==> src/logic/adcsc_pkg.sv <==
// package: register map, field positions and types of the converter control block
package adcsc_pkg;

  // ----------------------------------------
  // register byte offsets
  // ----------------------------------------
  localparam logic [3:0] CTRL_ONE_OFS  = 4'h0;
  localparam logic [3:0] CTRL_FOUR_OFS = 4'h4;
  localparam logic [3:0] IRQ_STAT_OFS  = 4'h8;
  localparam logic [3:0] IRQ_MASK_OFS  = 4'hC;

  // ----------------------------------------
  // control one field positions
  // ----------------------------------------
  localparam int SEL_POS    = 5;
  localparam int GROUP_POS  = 4;
  localparam int SIMUL_POS  = 3;
  localparam int AUTO_POS   = 2;
  localparam int SAMPLE_POS = 1;
  localparam int DONE_POS   = 0;
  localparam int TWELVE_POS = 10;
  localparam int CHCNT_POS  = 8;

  // ----------------------------------------
  // control four field positions
  // ----------------------------------------
  localparam int DMAEN_POS = 8;
  localparam int DMABL_POS = 0;

  // ----------------------------------------
  // reset values and timing
  // ----------------------------------------
  localparam logic [15:0] CTRL_ONE_RST  = 16'h0000;
  localparam logic [15:0] CTRL_FOUR_RST = 16'h0000;
  localparam int          CONV_NS       = 48;
  localparam int          CLK_MHZ       = 250;
  localparam int          CONV_CYC      = (CONV_NS * CLK_MHZ + 999) / 1000;
  localparam int          AUTO_NS       = 12;
  localparam int          AUTO_CYC      = (AUTO_NS * CLK_MHZ + 999) / 1000;

  // ----------------------------------------
  // trigger inputs travelling together
  // ----------------------------------------
  typedef struct packed {
    logic [2:0] pwmGenPrimary;
    logic [3:0] trigGenOut;
    logic       timer5Compare;
    logic       timer3Compare;
    logic       pwmSecSpecial;
    logic       pwmPriSpecial;
    logic       chargeTimeUnit;
  } adcsc_trig_type;

  typedef struct packed {
    logic       dmaEnable;
    logic [7:0] wordsPerInput;
    logic [3:0] chanSampleMask;
    logic       simultaneous;
  } adcsc_cfg_type;

  typedef enum logic [1:0] {
    IDLE,
    SAMPLING,
    CONVERTING
  } adcsc_state_type;

endpackage

==> src/logic/adcsc_top.sv <==
// converter sample and conversion control with wishbone registers
`timescale 1ns/1ps

module adcsc_top #(
  parameter int CONV_CYCLES = adcsc_pkg::CONV_CYC,
  parameter int AUTO_CYCLES = adcsc_pkg::AUTO_CYC
) (
  // clock and reset
  input  wire logic                     clock,
  input  wire logic                     rst_n,
  // wishbone slave
  input  wire logic                     wb_cyc_i,
  input  wire logic                     wb_stb_i,
  input  wire logic                     wb_we_i,
  input  wire logic [3:0]               wb_adr_i,
  input  wire logic [3:0]               wb_sel_i,
  input  wire logic [31:0]              wb_dat_i,
  output logic      [31:0]              wb_dat_o,
  output logic                          wb_ack_o,
  output logic                          wb_err_o,
  // on-chip trigger sources and the external pin
  input  wire adcsc_pkg::adcsc_trig_type trigIn,
  input  wire logic                     externalInterruptPinZero,
  // converter side
  output logic                          convStart,
  output logic                          sampleActive,
  output logic                          convDoneEvent,
  output adcsc_pkg::adcsc_cfg_type      cfgOut,
  // interrupt
  output logic                          irq
);

  // ----------------------------------------
  // reset release
  // ----------------------------------------
  logic rstSync1Q, rstSyncQ;
  always_ff @(posedge clock or negedge rst_n) begin
    if (!rst_n) begin
      rstSync1Q <= 1'b0;
      rstSyncQ  <= 1'b0;
    end else begin
      rstSync1Q <= 1'b1;
      rstSyncQ  <= rstSync1Q;
    end
  end
  wire logic rstN = rstSyncQ;

  // ----------------------------------------
  // pin synchroniser and edge
  // ----------------------------------------
  logic pinMetaQ, pinSyncQ, pinPrevQ;
  always_ff @(posedge clock or negedge rstN) begin
    if (!rstN) begin
      pinMetaQ <= 1'b0;
      pinSyncQ <= 1'b0;
      pinPrevQ <= 1'b0;
    end else begin
      pinMetaQ <= externalInterruptPinZero;
      pinSyncQ <= pinMetaQ;
      pinPrevQ <= pinSyncQ;
    end
  end
  // rising edge taken as the active transition
  wire logic pinEdge = pinSyncQ & ~pinPrevQ;

  // ----------------------------------------
  // registers
  // ----------------------------------------
  logic [15:0] ctrlOneQ, ctrlFourQ;
  logic        sampleQ, doneQ, irqStatQ, irqMaskQ;
  adcsc_pkg::adcsc_state_type stateQ;
  logic [15:0] cntQ;

  wire logic [2:0] triggerSelect = ctrlOneQ[adcsc_pkg::SEL_POS +: 3];
  wire logic       triggerGroup  = ctrlOneQ[adcsc_pkg::GROUP_POS];
  wire logic       autoStart     = ctrlOneQ[adcsc_pkg::AUTO_POS];
  wire logic       twelveBit     = ctrlOneQ[adcsc_pkg::TWELVE_POS];
  wire logic [1:0] chanCount     = ctrlOneQ[adcsc_pkg::CHCNT_POS +: 2];
  // simultaneous bit does not exist in twelve bit mode
  wire logic       simulSample   = ctrlOneQ[adcsc_pkg::SIMUL_POS] & ~twelveBit;

  // ----------------------------------------
  // bus decode
  // ----------------------------------------
  wire logic busReq   = wb_cyc_i & wb_stb_i & ~wb_ack_o & ~wb_err_o;
  wire logic selOne   = wb_adr_i == adcsc_pkg::CTRL_ONE_OFS;
  wire logic selFour  = wb_adr_i == adcsc_pkg::CTRL_FOUR_OFS;
  wire logic selStat  = wb_adr_i == adcsc_pkg::IRQ_STAT_OFS;
  wire logic selMask  = wb_adr_i == adcsc_pkg::IRQ_MASK_OFS;
  wire logic mapped   = selOne | selFour | selStat | selMask;
  wire logic wrLow    = busReq & wb_we_i & wb_sel_i[0];
  wire logic wrHigh   = busReq & wb_we_i & wb_sel_i[1];
  wire logic wrOneLo  = wrLow & selOne;
  wire logic wrOneHi  = wrHigh & selOne;
  wire logic wrFourLo = wrLow & selFour;
  wire logic wrFourHi = wrHigh & selFour;

  // software sample writes
  wire logic swSampleSet = wrOneLo & wb_dat_i[adcsc_pkg::SAMPLE_POS] & ~autoStart;
  wire logic swSampleClr = wrOneLo & ~wb_dat_i[adcsc_pkg::SAMPLE_POS] & sampleQ;
  // only a zero write clears the done flag; a one is ignored
  wire logic swDoneClr   = wrOneLo & ~wb_dat_i[adcsc_pkg::DONE_POS];

  // ----------------------------------------
  // trigger selection
  // ----------------------------------------
  // at or past the count, so a switch to this source in mid-sampling never waits for a wrap
  wire logic autoCount = (cntQ >= 16'(AUTO_CYCLES - 1));
  logic selEvent;
  always_comb begin
    selEvent = 1'b0;
    if (triggerGroup) begin
      case (triggerSelect)
        3'h0, 3'h1, 3'h2: selEvent = trigIn.pwmGenPrimary[triggerSelect[1:0]];
        3'h3: selEvent = trigIn.trigGenOut[0];
        3'h4: selEvent = trigIn.trigGenOut[1];
        3'h5: selEvent = trigIn.trigGenOut[2];
        3'h6: selEvent = trigIn.trigGenOut[3];
        default: selEvent = 1'b0; // reserved code never triggers
      endcase
    end else begin
      case (triggerSelect)
        3'h0: selEvent = swSampleClr;
        3'h1: selEvent = pinEdge;
        3'h2: selEvent = trigIn.timer3Compare;
        3'h3: selEvent = trigIn.pwmPriSpecial;
        3'h4: selEvent = trigIn.timer5Compare;
        3'h5: selEvent = trigIn.pwmSecSpecial;
        3'h6: selEvent = trigIn.chargeTimeUnit;
        default: selEvent = autoCount;
      endcase
    end
  end

  // ----------------------------------------
  // sample / convert sequencing
  // ----------------------------------------
  wire logic startConv = (stateQ == adcsc_pkg::SAMPLING) & selEvent;
  wire logic convEnd   = (stateQ == adcsc_pkg::CONVERTING) & (cntQ == 16'(CONV_CYCLES - 1));
  adcsc_pkg::adcsc_state_type stateD;
  always_comb begin
    case (stateQ)
      adcsc_pkg::IDLE:       stateD = (swSampleSet | autoStart) ? adcsc_pkg::SAMPLING : adcsc_pkg::IDLE;
      adcsc_pkg::SAMPLING:   stateD = startConv ? adcsc_pkg::CONVERTING : adcsc_pkg::SAMPLING;
      adcsc_pkg::CONVERTING: begin
        if (convEnd) begin
          stateD = autoStart ? adcsc_pkg::SAMPLING : adcsc_pkg::IDLE;
        end else begin
          stateD = adcsc_pkg::CONVERTING;
        end
      end
      default:               stateD = adcsc_pkg::IDLE;
    endcase
  end

  always_ff @(posedge clock or negedge rstN) begin
    if (!rstN) begin
      stateQ <= adcsc_pkg::IDLE;
    end else begin
      stateQ <= stateD;
    end
  end

  // one counter times both phases, restarted on every state change
  wire logic [15:0] cntD = (stateD != stateQ) ? 16'h0000 : cntQ + 16'h0001;
  always_ff @(posedge clock or negedge rstN) begin
    if (!rstN) begin
      cntQ <= 16'h0000;
    end else begin
      cntQ <= cntD;
    end
  end

  // sample bit mirrors the sampling state
  always_comb sampleQ = (stateQ == adcsc_pkg::SAMPLING);

  // ----------------------------------------
  // done flag: hardware end wins over software clear
  // ----------------------------------------
  wire logic doneSet = convEnd;
  // a software clear only drops the flag, the conversion runs on
  wire logic doneClr = startConv | swDoneClr;
  always_ff @(posedge clock or negedge rstN) begin
    if (!rstN) begin
      doneQ <= 1'b0;
    end else if (doneSet) begin
      doneQ <= 1'b1;
    end else if (doneClr) begin
      doneQ <= 1'b0;
    end
  end

  // ----------------------------------------
  // control register storage
  // ----------------------------------------
  // sample and done bits live outside the stored word
  always_ff @(posedge clock or negedge rstN) begin
    if (!rstN) begin
      ctrlOneQ <= adcsc_pkg::CTRL_ONE_RST;
    end else begin
      if (wrOneLo) begin
        ctrlOneQ[7:2] <= wb_dat_i[7:2];
      end
      if (wrOneHi) begin
        ctrlOneQ[15:8] <= wb_dat_i[15:8];
      end
    end
  end

  // unimplemented bits of control four never leave their reset value
  always_ff @(posedge clock or negedge rstN) begin
    if (!rstN) begin
      ctrlFourQ <= adcsc_pkg::CTRL_FOUR_RST;
    end else begin
      if (wrFourLo) begin
        ctrlFourQ[2:0] <= wb_dat_i[2:0];
      end
      if (wrFourHi) begin
        ctrlFourQ[8] <= wb_dat_i[8];
      end
    end
  end

  wire logic wrMask = wrLow & selMask;
  always_ff @(posedge clock or negedge rstN) begin
    if (!rstN) begin
      irqMaskQ <= 1'b0;
    end else if (wrMask) begin
      irqMaskQ <= wb_dat_i[0];
    end
  end

  // ----------------------------------------
  // interrupt status, write one to clear, set wins
  // ----------------------------------------
  always_comb convDoneEvent = convEnd;
  wire logic statClr = wrLow & selStat & wb_dat_i[0];
  always_ff @(posedge clock or negedge rstN) begin
    if (!rstN) begin
      irqStatQ <= 1'b0;
    end else if (convDoneEvent) begin
      irqStatQ <= 1'b1;
    end else if (statClr) begin
      irqStatQ <= 1'b0;
    end
  end
  always_comb irq = irqStatQ & irqMaskQ;

  // ----------------------------------------
  // read data and acknowledge
  // ----------------------------------------
  logic [15:0] rdOne;
  always_comb begin
    rdOne = ctrlOneQ & 16'h07FC;
    rdOne[adcsc_pkg::SIMUL_POS]  = simulSample;
    rdOne[adcsc_pkg::SAMPLE_POS] = sampleQ;
    rdOne[adcsc_pkg::DONE_POS]   = doneQ;
  end
  wire logic [15:0] rdMux = selOne  ? rdOne :
                            selFour ? (ctrlFourQ & 16'h0107) :
                            selStat ? {15'h0000, irqStatQ} :
                                      {15'h0000, irqMaskQ};

  // read data is zero outside the answer cycle, so a stale word never shows
  wire logic [31:0] rdWord = (busReq & mapped & ~wb_we_i) ? {16'h0000, rdMux} : 32'h00000000;

  always_ff @(posedge clock or negedge rstN) begin
    if (!rstN) begin
      wb_ack_o <= 1'b0;
    end else begin
      wb_ack_o <= busReq & mapped;
    end
  end

  // unmapped offsets answer with an error and change nothing
  always_ff @(posedge clock or negedge rstN) begin
    if (!rstN) begin
      wb_err_o <= 1'b0;
    end else begin
      wb_err_o <= busReq & ~mapped;
    end
  end

  always_ff @(posedge clock or negedge rstN) begin
    if (!rstN) begin
      wb_dat_o <= 32'h00000000;
    end else begin
      wb_dat_o <= rdWord;
    end
  end

  // ----------------------------------------
  // converter side outputs
  // ----------------------------------------
  always_comb convStart    = startConv;
  always_comb sampleActive = sampleQ;

  // channel set sampled together; sequential when simultaneous is off
  wire logic [3:0] chanMask = ~simulSample         ? 4'h1 :
                              chanCount[1]         ? 4'hF :
                              (chanCount == 2'h1)  ? 4'h3 : 4'h1;
  always_comb begin
    cfgOut.dmaEnable      = ctrlFourQ[adcsc_pkg::DMAEN_POS];
    cfgOut.wordsPerInput  = 8'h01 << ctrlFourQ[adcsc_pkg::DMABL_POS +: 3];
    cfgOut.chanSampleMask = chanMask;
    cfgOut.simultaneous   = simulSample;
  end

endmodule

==> config.mk <==
export PLATFORM = sky130hd
export DESIGN_NAME = adcsc_top
export DESIGN_NICKNAME = d
export VERILOG_FILES = /design/src/logic/adcsc_pkg.sv /design/src/logic/adcsc_top.sv
export SDC_FILE = /design/constraint.sdc
export NUM_CORES = 1
export LEC_CHECK = 0
export ABC_AREA = 1
export BUFFER_PORTS_ARGS = -buffer_cell sky130_fd_sc_hd__buf_4
export CORE_UTILIZATION = 44
export DETAILED_ROUTE_END_ITERATION = 10
export PLACE_DENSITY = 0.86
export RECOVER_POWER = 100
export SYNTH_ARGS = -nofsm -noshare
export SYNTH_HDL_FRONTEND = slang
export SYNTH_SLANG_ARGS = --single-unit
==> constraint.sdc <==
create_clock -name clock -period 1.4 [get_ports clock]
set_input_delay 0.21 -clock clock [delete_from_list [all_inputs] [get_ports clock]]
set_output_delay 0.21 -clock clock [all_outputs]
set_load 0.01 [all_outputs]
==> impl_metrics.ini, run 1 <==
[min_path]
whs_endpoint = ctrlOneQ[3]$_DFFE_PN0N_
whs_path_depth = 3
hold_start = wb_dat_i[3]
hp-class = in -> reg

[critical_path]
worstPathRequired_ns = 1.61
cpLargestDelayFamily = simple AND/OR/NAND/NOR gates
critical_path_class = reg -> reg
arrival_ns = 2.33
startpoint_type = register
worst_r2r_path_depth = 15
ff2ff_setup_slack_ns = -0.72
endpoint_kind = register
crit_fanout = 2
cp_slowest_cell = dfrtp_1
cp_cell_sequence = nor2_2, nand3_2, nor2_4, nand3_2, nand3_2, nand2_4, nand2_4, nand2_4, buf_6, buf_6, buf_6, buf_6, buf_6, nand3_4, nand2_2
crit-reg2reg-launch = wb_err_o$_DFF_PN0_
crit_top_cell = buf_6
critPathBufInv = 5
r2r-end = doneQ$_DFFE_PN0P_
max_stage_delay_ns = 0.41

[global_route]
grtUsageTotal = 0.258
antenna_found_initial = 0
grt_start_max_net_pins = 39
grt_overflow = 0
grt_pass1_wl_um = 12800
grt_pass1_vias = 2842

[outcome]
violations = setup timing
run_status = finished, violations left

[cells_and_area]
postLayoutCoreUtil = 0.762
layout-drive-gt1-share = 0.508
diodes = 0
nFillCells = 377
mostFrequentLayoutCells = buf_4 (112), dfrtp_1 (47), nand2_1 (37)
num-nets-final = 559
instances_no_fill = 575
postLayoutCellArea_sq_um = 4540
final_common_cell = buf_4
syn2layout_area_growth_pct = 66.0

[timing]
fmax_ghz = 0.472
post-route-min-period_ns = 2.12
tns_ns = -16.42
setup_viol_count_final = 49
clock_skew_ns = 0.0172
drv_slew = 0
hold_ws_ns = 0.100
rsz0062_at_grt = yes
maxSlewHeadroom = 0.633
worst_slew_pin_slew_ns = 0.551
setup_slack_ns = -0.721
hold_viol_final = 0
min_period_over_period = 1.51

[route]
wl_um = 10600
routedWlPerCell_um = 18.4
viasPerCell = 5.33
drt_iter0_markers = 233
antenna_left = 0
drt-pass1-iter-count = 4
vias = 3064
drcViolationCount = 0

[synthesis]
syn-cell-area_sq_um = 2740
synthArstFlopShare = 1.00
yosys.cell_types.count = 29
yosysWarnings = 0
synthFlopType = dfrtp_1
syn_avg_cell_area_sq_um = 8.04
synth-seq-area-share = 0.476
synth_edf_count = 0
ys_seq_elements = 52
postSynthCellCount = 340

[power_and_ir_drop]
power_density_nw_per_um2 = 1090
p_leak_nw = 2.25
vdd_drop_max_mv = 0.662
finalPower_mw = 4.93

[clock_network]
clk_path_buf_depth = 2
cts_buffers = 5
root_buffer = clkbuf_8
clock_latency_ns = 0.32
cts_num_sinks = 52
cts_tree = done
cts-htree-levels = 2
clk_pin_slew_ns = 0.11

[die]
die_y_um = 80.8
row_count = 28
core_sq_um = 5960
ios = 110
dieWidth_um = 80.8
start_util = 0.459
fp.dieArea_sq_um = 6540

[placement]
dpl_worst_slack_ns = -0.311
port_buffers = 64
place_area_sq_um = 3680
placed_cells = 536
gp_congestion = 0.855
hpwl_um = 5180

[flow_run]
cap_violations = 0
[flip-flops by register name (all words and copies together) (netlist names)]
signal     flops
autoStart      1
cfgOut         1
chanCount      2
cntQ          16
ctrlFourQ      3
ctrlOneQ       6
doneQ          1
irqMaskQ       1
irqStatQ       1
pinMetaQ       1
pinPrevQ       1
pinSyncQ       1
rstN           1
rstSync1Q      1
stateQ         2
wb_ack_o       1
wb_dat_o      11
wb_err_o       1
[worst min-delay path: stages]
cell and delay (ns):
buf_4 0.09, nand2_2 0.05, nand2_1 0.05
[how the worst max path moves through the flow]
stage                       startpoint                 end  slack [ns]  cells after the start
floorplan           wb_err_o$_DFF_PN0_  cntQ[14]$_DFF_PN0_       -0.15                     11
detailed placement   cntQ[0]$_DFF_PN0_           convStart       -0.31                     13
finish              wb_err_o$_DFF_PN0_   doneQ$_DFFE_PN0P_       -0.72                     15
global route         cntQ[0]$_DFF_PN0_           convStart       -0.80                     13
CTS                  cntQ[0]$_DFF_PN0_           convStart       -0.56                     13
global placement     cntQ[0]$_DFF_PN0_           convStart       -0.21                     13
[where the power goes]
group          total [mW]  switching [mW]  internal (mW)
clock               0.903           0.547          0.355
combinational        2.26            1.31          0.956
sequential           1.77           0.153           1.62
[area by class of cell]
| cell class | count | area [sq um] | share of cell area |
|---|---|---|---|
| Tap cell | 75 | 93.8 | 0.0207 |
| Clock buffer | 5 | 68.8 | 0.0152 |
| Inverter | 48 | 200 | 0.0441 |
| Multi-Input combinational cell | 235 | 1630 | 0.359 |
| Sequential cell | 52 | 1310 | 0.288 |
| Timing Repair Buffer | 157 | 1220 | 0.268 |
| Clock inverter | 3 | 23.8 | 0.00524 |
[cells by family (layout without fill, tap and decap cells)]
logic type,count (synthesis),in the layout,share of synthesized area
compound gates,24,24,0.0485
other cells,2,23,0.00275
buf+inv,75,213,0.141
simple gates,171,172,0.278
flops,52,52,0.476
xor+xnor,14,14,0.0448
fa+ha+maj,2,2,0.00915
[per-layer routing]
metal	up-vias	track usage	part of all wire	wire [um]
met5	-	0	0	0
met4	0	0.130	0.076	807
met1	1477	0.286	0.36	3790
met2	184	0.470	0.50	5280
met3	67	0.0438	0.068	724
li1	1336	-	-	-
[repair_timing]
| action | CTS | global route |
|---|---|---|
| gates resized for setup | 79 | 101 |
| hold buffers | 2 | 0 |
| endpoints found under the setup margin | 47 | 57 |
| gates cloned | 1 | 0 |
| setup buffers | 13 | 22 |
| pin swaps | 22 | 43 |
| endpoints found under the hold margin | 3 | 0 |
[cells in the mapped netlist, types with 3 or more instances]
| master | instances | area [sq um] |
|---|---|---|
| nand2_1 | 57 | 214 |
| nor3_1 | 12 | 60.1 |
| dfrtp_1 | 52 | 1300 |
| nor2_1 | 56 | 210 |
| a21oi_1 | 7 | 35.0 |
| buf_4 | 26 | 195 |
| o21ai_0 | 12 | 60.1 |
| nor4_1 | 4 | 25.0 |
| nand3_1 | 30 | 150 |
| xnor2_1 | 3 | 26.3 |
| xor2_1 | 11 | 96.3 |
| nand4_1 | 3 | 18.8 |
| inv_1 | 47 | 176 |
Power figures use the tool's default switching activity.
==> inputs of run 2 (changes only) <==
- SKIP_CTS_REPAIR_TIMING: default -> 1
==> run 2 against run 1 <==
  * The run still ends with setup timing left
  * Critical path type is now reg -> out
  * Flip-flop and latch count unchanged
  * Largest power group unchanged
  * Setup slack better by 0.027 ns
  * Critical endpoint is now convStart
  * Register-to-register slack gained 0.11 ns
  * Utilization decreased by 4.6 points
  * Clock skew is 0.0013 ns higher
  * Largest cell class unchanged
==> impl_metrics.ini, run 2 (synthesis results as in run 1) <==
[global_route]
grtUsageTotal = 0.211
grt_start_max_net_pins = 39
grt_pass1_vias = 2506
grt_pass1_wl_um = 10600
busiest_layer = met2
grt_overflow = 0
met3_usage = 0.0438
antenna_found_initial = 0
grt_util_met1 = 0.247
use_met2 = 0.376

[timing]
hold_viol_final = 0
worst_slew_pin_slew_ns = 0.524
maxSlewHeadroom = 0.651
post-route-min-period_ns = 2.09
min_period_over_period = 1.50
clock_skew_ns = 0.0186
tns_ns = -11.53
setup_viol_count_final = 44
hold_ws_ns = 0.0856
setup_slack_ns = -0.694
drv_slew = 0
rsz0062_at_grt = yes
fmax_ghz = 0.478

[die]
start_util = 0.459
row_count = 28
core_sq_um = 5960
dieWidth_um = 80.8
ios = 110
die_y_um = 80.8
fp.dieArea_sq_um = 6540

[clock_network]
cts_buffers = 5
clk_pin_slew_ns = 0.11
clk_path_buf_depth = 2
cts_tree = done
cts_num_sinks = 52
cts-htree-levels = 2
clock_latency_ns = 0.32
root_buffer = clkbuf_8

[outcome]
run_status = finished, violations left
violations = setup timing

[cells_and_area]
multiInputGateArea_sq_um = 1480
seq_area_sq_um = 1310
num-nets-final = 548
mostFrequentLayoutCells = buf_4 (105), dfrtp_1 (46), nand2_1 (43)
nFillCells = 409
final_common_cell = buf_4
largest_register_ffs = 16
syn2layout_area_growth_pct = 56.0
diodes = 0
top_regs = cntQ: 16 flops, wb_dat_o: 11 flops, ctrlOneQ: 6 flops
postLayoutCoreUtil = 0.717
regMostFlops = cntQ
layout-drive-gt1-share = 0.464

[critical_path]
crit_fanout = 3
cp_slowest_cell = dfrtp_1
cp_cell_sequence = inv_2, ha_2, nor2_1, nand3_1, nor2_1, nand3b_1, nand2_1, inv_1, nand2_2, nand2_2, nand2_4, inv_2, buf_6
worstPathRequired_ns = 1.19
endpoint_kind = output port
max_stage_delay_ns = 0.43
critical_path_class = reg -> out
arrival_ns = 1.88
startpoint_type = register

[route]
antenna_left = 0
drt-pass1-iter-count = 5
drt_iter0_markers = 195
viasPerCell = 5.09
routedWlPerCell_um = 15.2
wl_um = 8560
drcViolationCount = 0
vias = 2871

[power_and_ir_drop]
vdd_drop_max_mv = 0.603
power_density_nw_per_um2 = 1050
p_leak_nw = 2.15

[flow_run]
cap_violations = 0

[placement]
gp_congestion = 0.855
hpwl_um = 5180
port_buffers = 64
dpl_worst_slack_ns = -0.311

[min_path]
hp-class = in -> reg
[run 2: cell count changes in the layout (fill, tap and decap cells not counted), sizes merged]
cell	before	now
clkinv	2	1
buf	135	120
clkinvlp	2	3
clkbuf	25	29
[run 2: report_power, final]
part	switching, mW	internal (mW)
clock	0.548	0.356
combinational	1.04	0.775
sequential	0.147	1.62
[run 2: area by class of cell]
class,instances,share of cell area
inverters,48,0.0454
well taps,75,0.0220
clock buffers,5,0.0161
repair buffers,146,0.257
multi-input cells,235,0.347
clock inverters,3,0.00557
flip-flops and latches,52,0.307
[run 2: worst paths after layout]
kind	from	end	slack (ns)	depth (start not counted)
setup / recovery	cntQ[0]$_DFF_PN0_	convStart	-0.69	13
hold / removal	wb_dat_i[3]	ctrlOneQ[3]$_DFFE_PN0N_	0.09	3
setup reg to reg	ctrlOneQ[6]$_DFFE_PN0N_	stateQ[1]$_DFF_PN0_	-0.61	14
hold reg to reg	rstN$_DFF_PN0_	cntQ[14]$_DFF_PN0_	0.21	0
max in group asynchronous	rstN$_DFF_PN0_	ctrlOneQ[5]$_DFFE_PN0N_	0.20	1
min in group asynchronous	rst_n	rstN$_DFF_PN0_	0.19	2
[run 2: metal layers]
metal | vias to the layer above | share of wire
li1 | 1316 | -
met1 | 1375 | 0.38
met5 | - | 0
met3 | 39 | 0.060
met4 | 0 | 0.042
met2 | 141 | 0.52
[run 2: stage by stage]
stage | total power, mW | cell area (sq um) | std cells
3_5_place_dp | 2.85 | 3680 | 536
6_report | 4.48 | 4270 | 564
5_1_grt | 4.69 | 4270 | 564
3_3_place_gp | 2.79 | 3680 | 536
2_1_floorplan | 2.42 | 2830 | 361
4_1_cts | 3.73 | 3770 | 544
[run 2: critical path, delay by kind of cell (launching register included)]
family | cells | cell delay (ns)
AND/OR/NAND/NOR | 8 | 0.70
flip-flops | 1 | 0.43
buffers and inverters | 4 | 0.28
adder cells (fa/ha/maj) | 1 | 0.17
==> inputs of run 3 (changes only) <==
- CORE_UTILIZATION: 44 -> 48
- PLACE_DENSITY: 0.86 -> 0.88
- clock period: 1.4 -> 2.2 ns (I/O delays scaled with it)
==> run 3 against run 2 <==
  * The flow now finishes without violations
  * Non-clock buffer count is 76 lower
  * Clock-buffer cell count is 1 higher
  * Final cell count decreased by 14%
  * Cell area decreased by 22%
  * Critical path depth decreased by 1
  * Critical path type unchanged
  * Critical endpoint unchanged
  * Largest cell class is now sequential cells
  * Largest power group is now sequential cells
==> impl_metrics.ini, run 3 (synthesis results as in run 1) <==
[route]
drt-pass1-iter-count = 4
drt_iter0_markers = 165
drcViolationCount = 0
vias = 2351
viasPerCell = 4.86
antenna_left = 0
routedWlPerCell_um = 11.7
wl_um = 5680

[critical_path]
max_stage_delay_ns = 0.43
crit_fanout = 4
endpoint_kind = output port
cp_cell_sequence = ha_2, nor2_1, nand3_1, nor2_1, nand3b_1, nand2_1, inv_1, nand2_2, nand2_2, nand2_2, inv_2, buf_6
startpoint_type = register
arrival_ns = 1.78
cp_slowest_cell = dfrtp_1
worstPathRequired_ns = 1.87
critical_path_class = reg -> out
crit_top_cell = nand2_2

[cells_and_area]
layout-drive-gt1-share = 0.192
top_regs = cntQ: 16 flops, wb_dat_o: 11 flops, ctrlOneQ: 6 flops
postLayoutCoreUtil = 0.601
mostFrequentLayoutCells = nand2_1 (54), nor2_1 (53), dfrtp_1 (50)
regMostFlops = cntQ
syn2layout_area_growth_pct = 21.0
seq_area_sq_um = 1300
num-nets-final = 471
diodes = 0
largest_register_ffs = 16
nFillCells = 483
final_common_cell = nand2_1
multiInputGateArea_sq_um = 1150

[power_and_ir_drop]
power_density_nw_per_um2 = 719
p_leak_nw = 1.70
finalPower_mw = 2.38
vdd_drop_max_mv = 0.535

[placement]
hpwl_um = 4210
dpl_worst_slack_ns = 0.366
port_buffers = 64
gp_congestion = 0.881

[timing]
fmax_ghz = 0.475
rsz0062_at_grt = yes
setup_slack_ns = 0.0945
min_period_over_period = 0.957
maxSlewHeadroom = 0.223
post-route-min-period_ns = 2.11
hold_viol_final = 0
setup_viol_count_final = 0
drv_slew = 0
hold_ws_ns = 0.140
tns_ns = 0
worst_slew_pin_slew_ns = 1.17
clock_skew_ns = 0.0113

[clock_network]
cts_tree = done
clk_path_buf_depth = 2
root_buffer = clkbuf_8
cts-htree-levels = 2
clk_pin_slew_ns = 0.10
cts_buffers = 5
clock_latency_ns = 0.31
cts_num_sinks = 52

[die]
ios = 110
start_util = 0.497
dieWidth_um = 77.5
fp.dieArea_sq_um = 6000
die_y_um = 77.5
core_sq_um = 5510
row_count = 27

[flow_run]
cap_violations = 0

[global_route]
grtUsageTotal = 0.201
grt_pass1_vias = 2183
antenna_found_initial = 0
grt_start_max_net_pins = 51
grt_overflow = 0
grt_pass1_wl_um = 9570

[min_path]
hp-class = in -> reg

[outcome]
run_status = finished clean
## run 3: cell count changes in the layout (fill, tap and decap cells not counted), sizes merged
| cell | previous run | this run |
|---|---|---|
| nand2 | 61 | 60 |
| clkbuf | 29 | 26 |
| bufinv | 0 | 1 |
| clkinvlp | 3 | 0 |
| buf | 120 | 49 |
| dlygate4sd3 | 2 | 1 |
| clkinv | 1 | 2 |
## run 3: metrics by stage
stage | std cells | cell area, sq um
4_1_cts | 481 | 3340
2_1_floorplan | 361 | 2810
5_1_grt | 484 | 3310
6_report | 484 | 3310
3_3_place_gp | 473 | 3210
3_5_place_dp | 473 | 3210
## run 3: per-layer routing
metal | GRT usage | share of wire | vias to the layer above
met4 | 0.0906 | 0.023 | 0
met3 | 0.0412 | 0.055 | 13
li1 | - | - | 1165
met5 | 0 | 0 | -
met1 | 0.255 | 0.43 | 1090
met2 | 0.331 | 0.49 | 83
## run 3: area by class of cell
class / instances / share of cell area
flip-flops and latches: 52 / 0.394
multi-input cells: 234 / 0.347
repair buffers: 70 / 0.141
inverters: 48 / 0.0544
well taps: 72 / 0.0272
clock buffers: 6 / 0.0250
clock inverters: 2 / 0.0117
## run 3: final timing paths
kind / start / endpoint / slack, ns / depth (start not counted)
min reg2reg: pinMetaQ$_DFF_PN0_ / pinSyncQ$_DFF_PN0_ / 0.36 / 0
max reg2reg: wb_ack_o$_DFF_PN0_ / cntQ[12]$_DFF_PN0_ / 0.41 / 11
min in group asynchronous: rst_n / rstN$_DFF_PN0_ / 0.33 / 2
max in group asynchronous: rstN$_DFF_PN0_ / ctrlOneQ[6]$_DFFE_PN0N_ / 0.86 / 1
min: externalInterruptPinZero / pinMetaQ$_DFF_PN0_ / 0.14 / 1
max: cntQ[1]$_DFF_PN0_ / convStart / 0.09 / 12
## run 3: power breakdown
part	switching [mW]	total (mW)	internal, mW
clock	0.316	0.689	0.372
sequential	0.0759	1.10	1.03
combinational	0.365	0.586	0.221
total	0.758	2.38	1.62
## run 3: critical path: cells and delay by family, from the launching register on
kind	cells	cell delay (ns)
simple gates	8	0.63
buf+inv	3	0.20
flops	1	0.43
fa+ha+maj	1	0.19
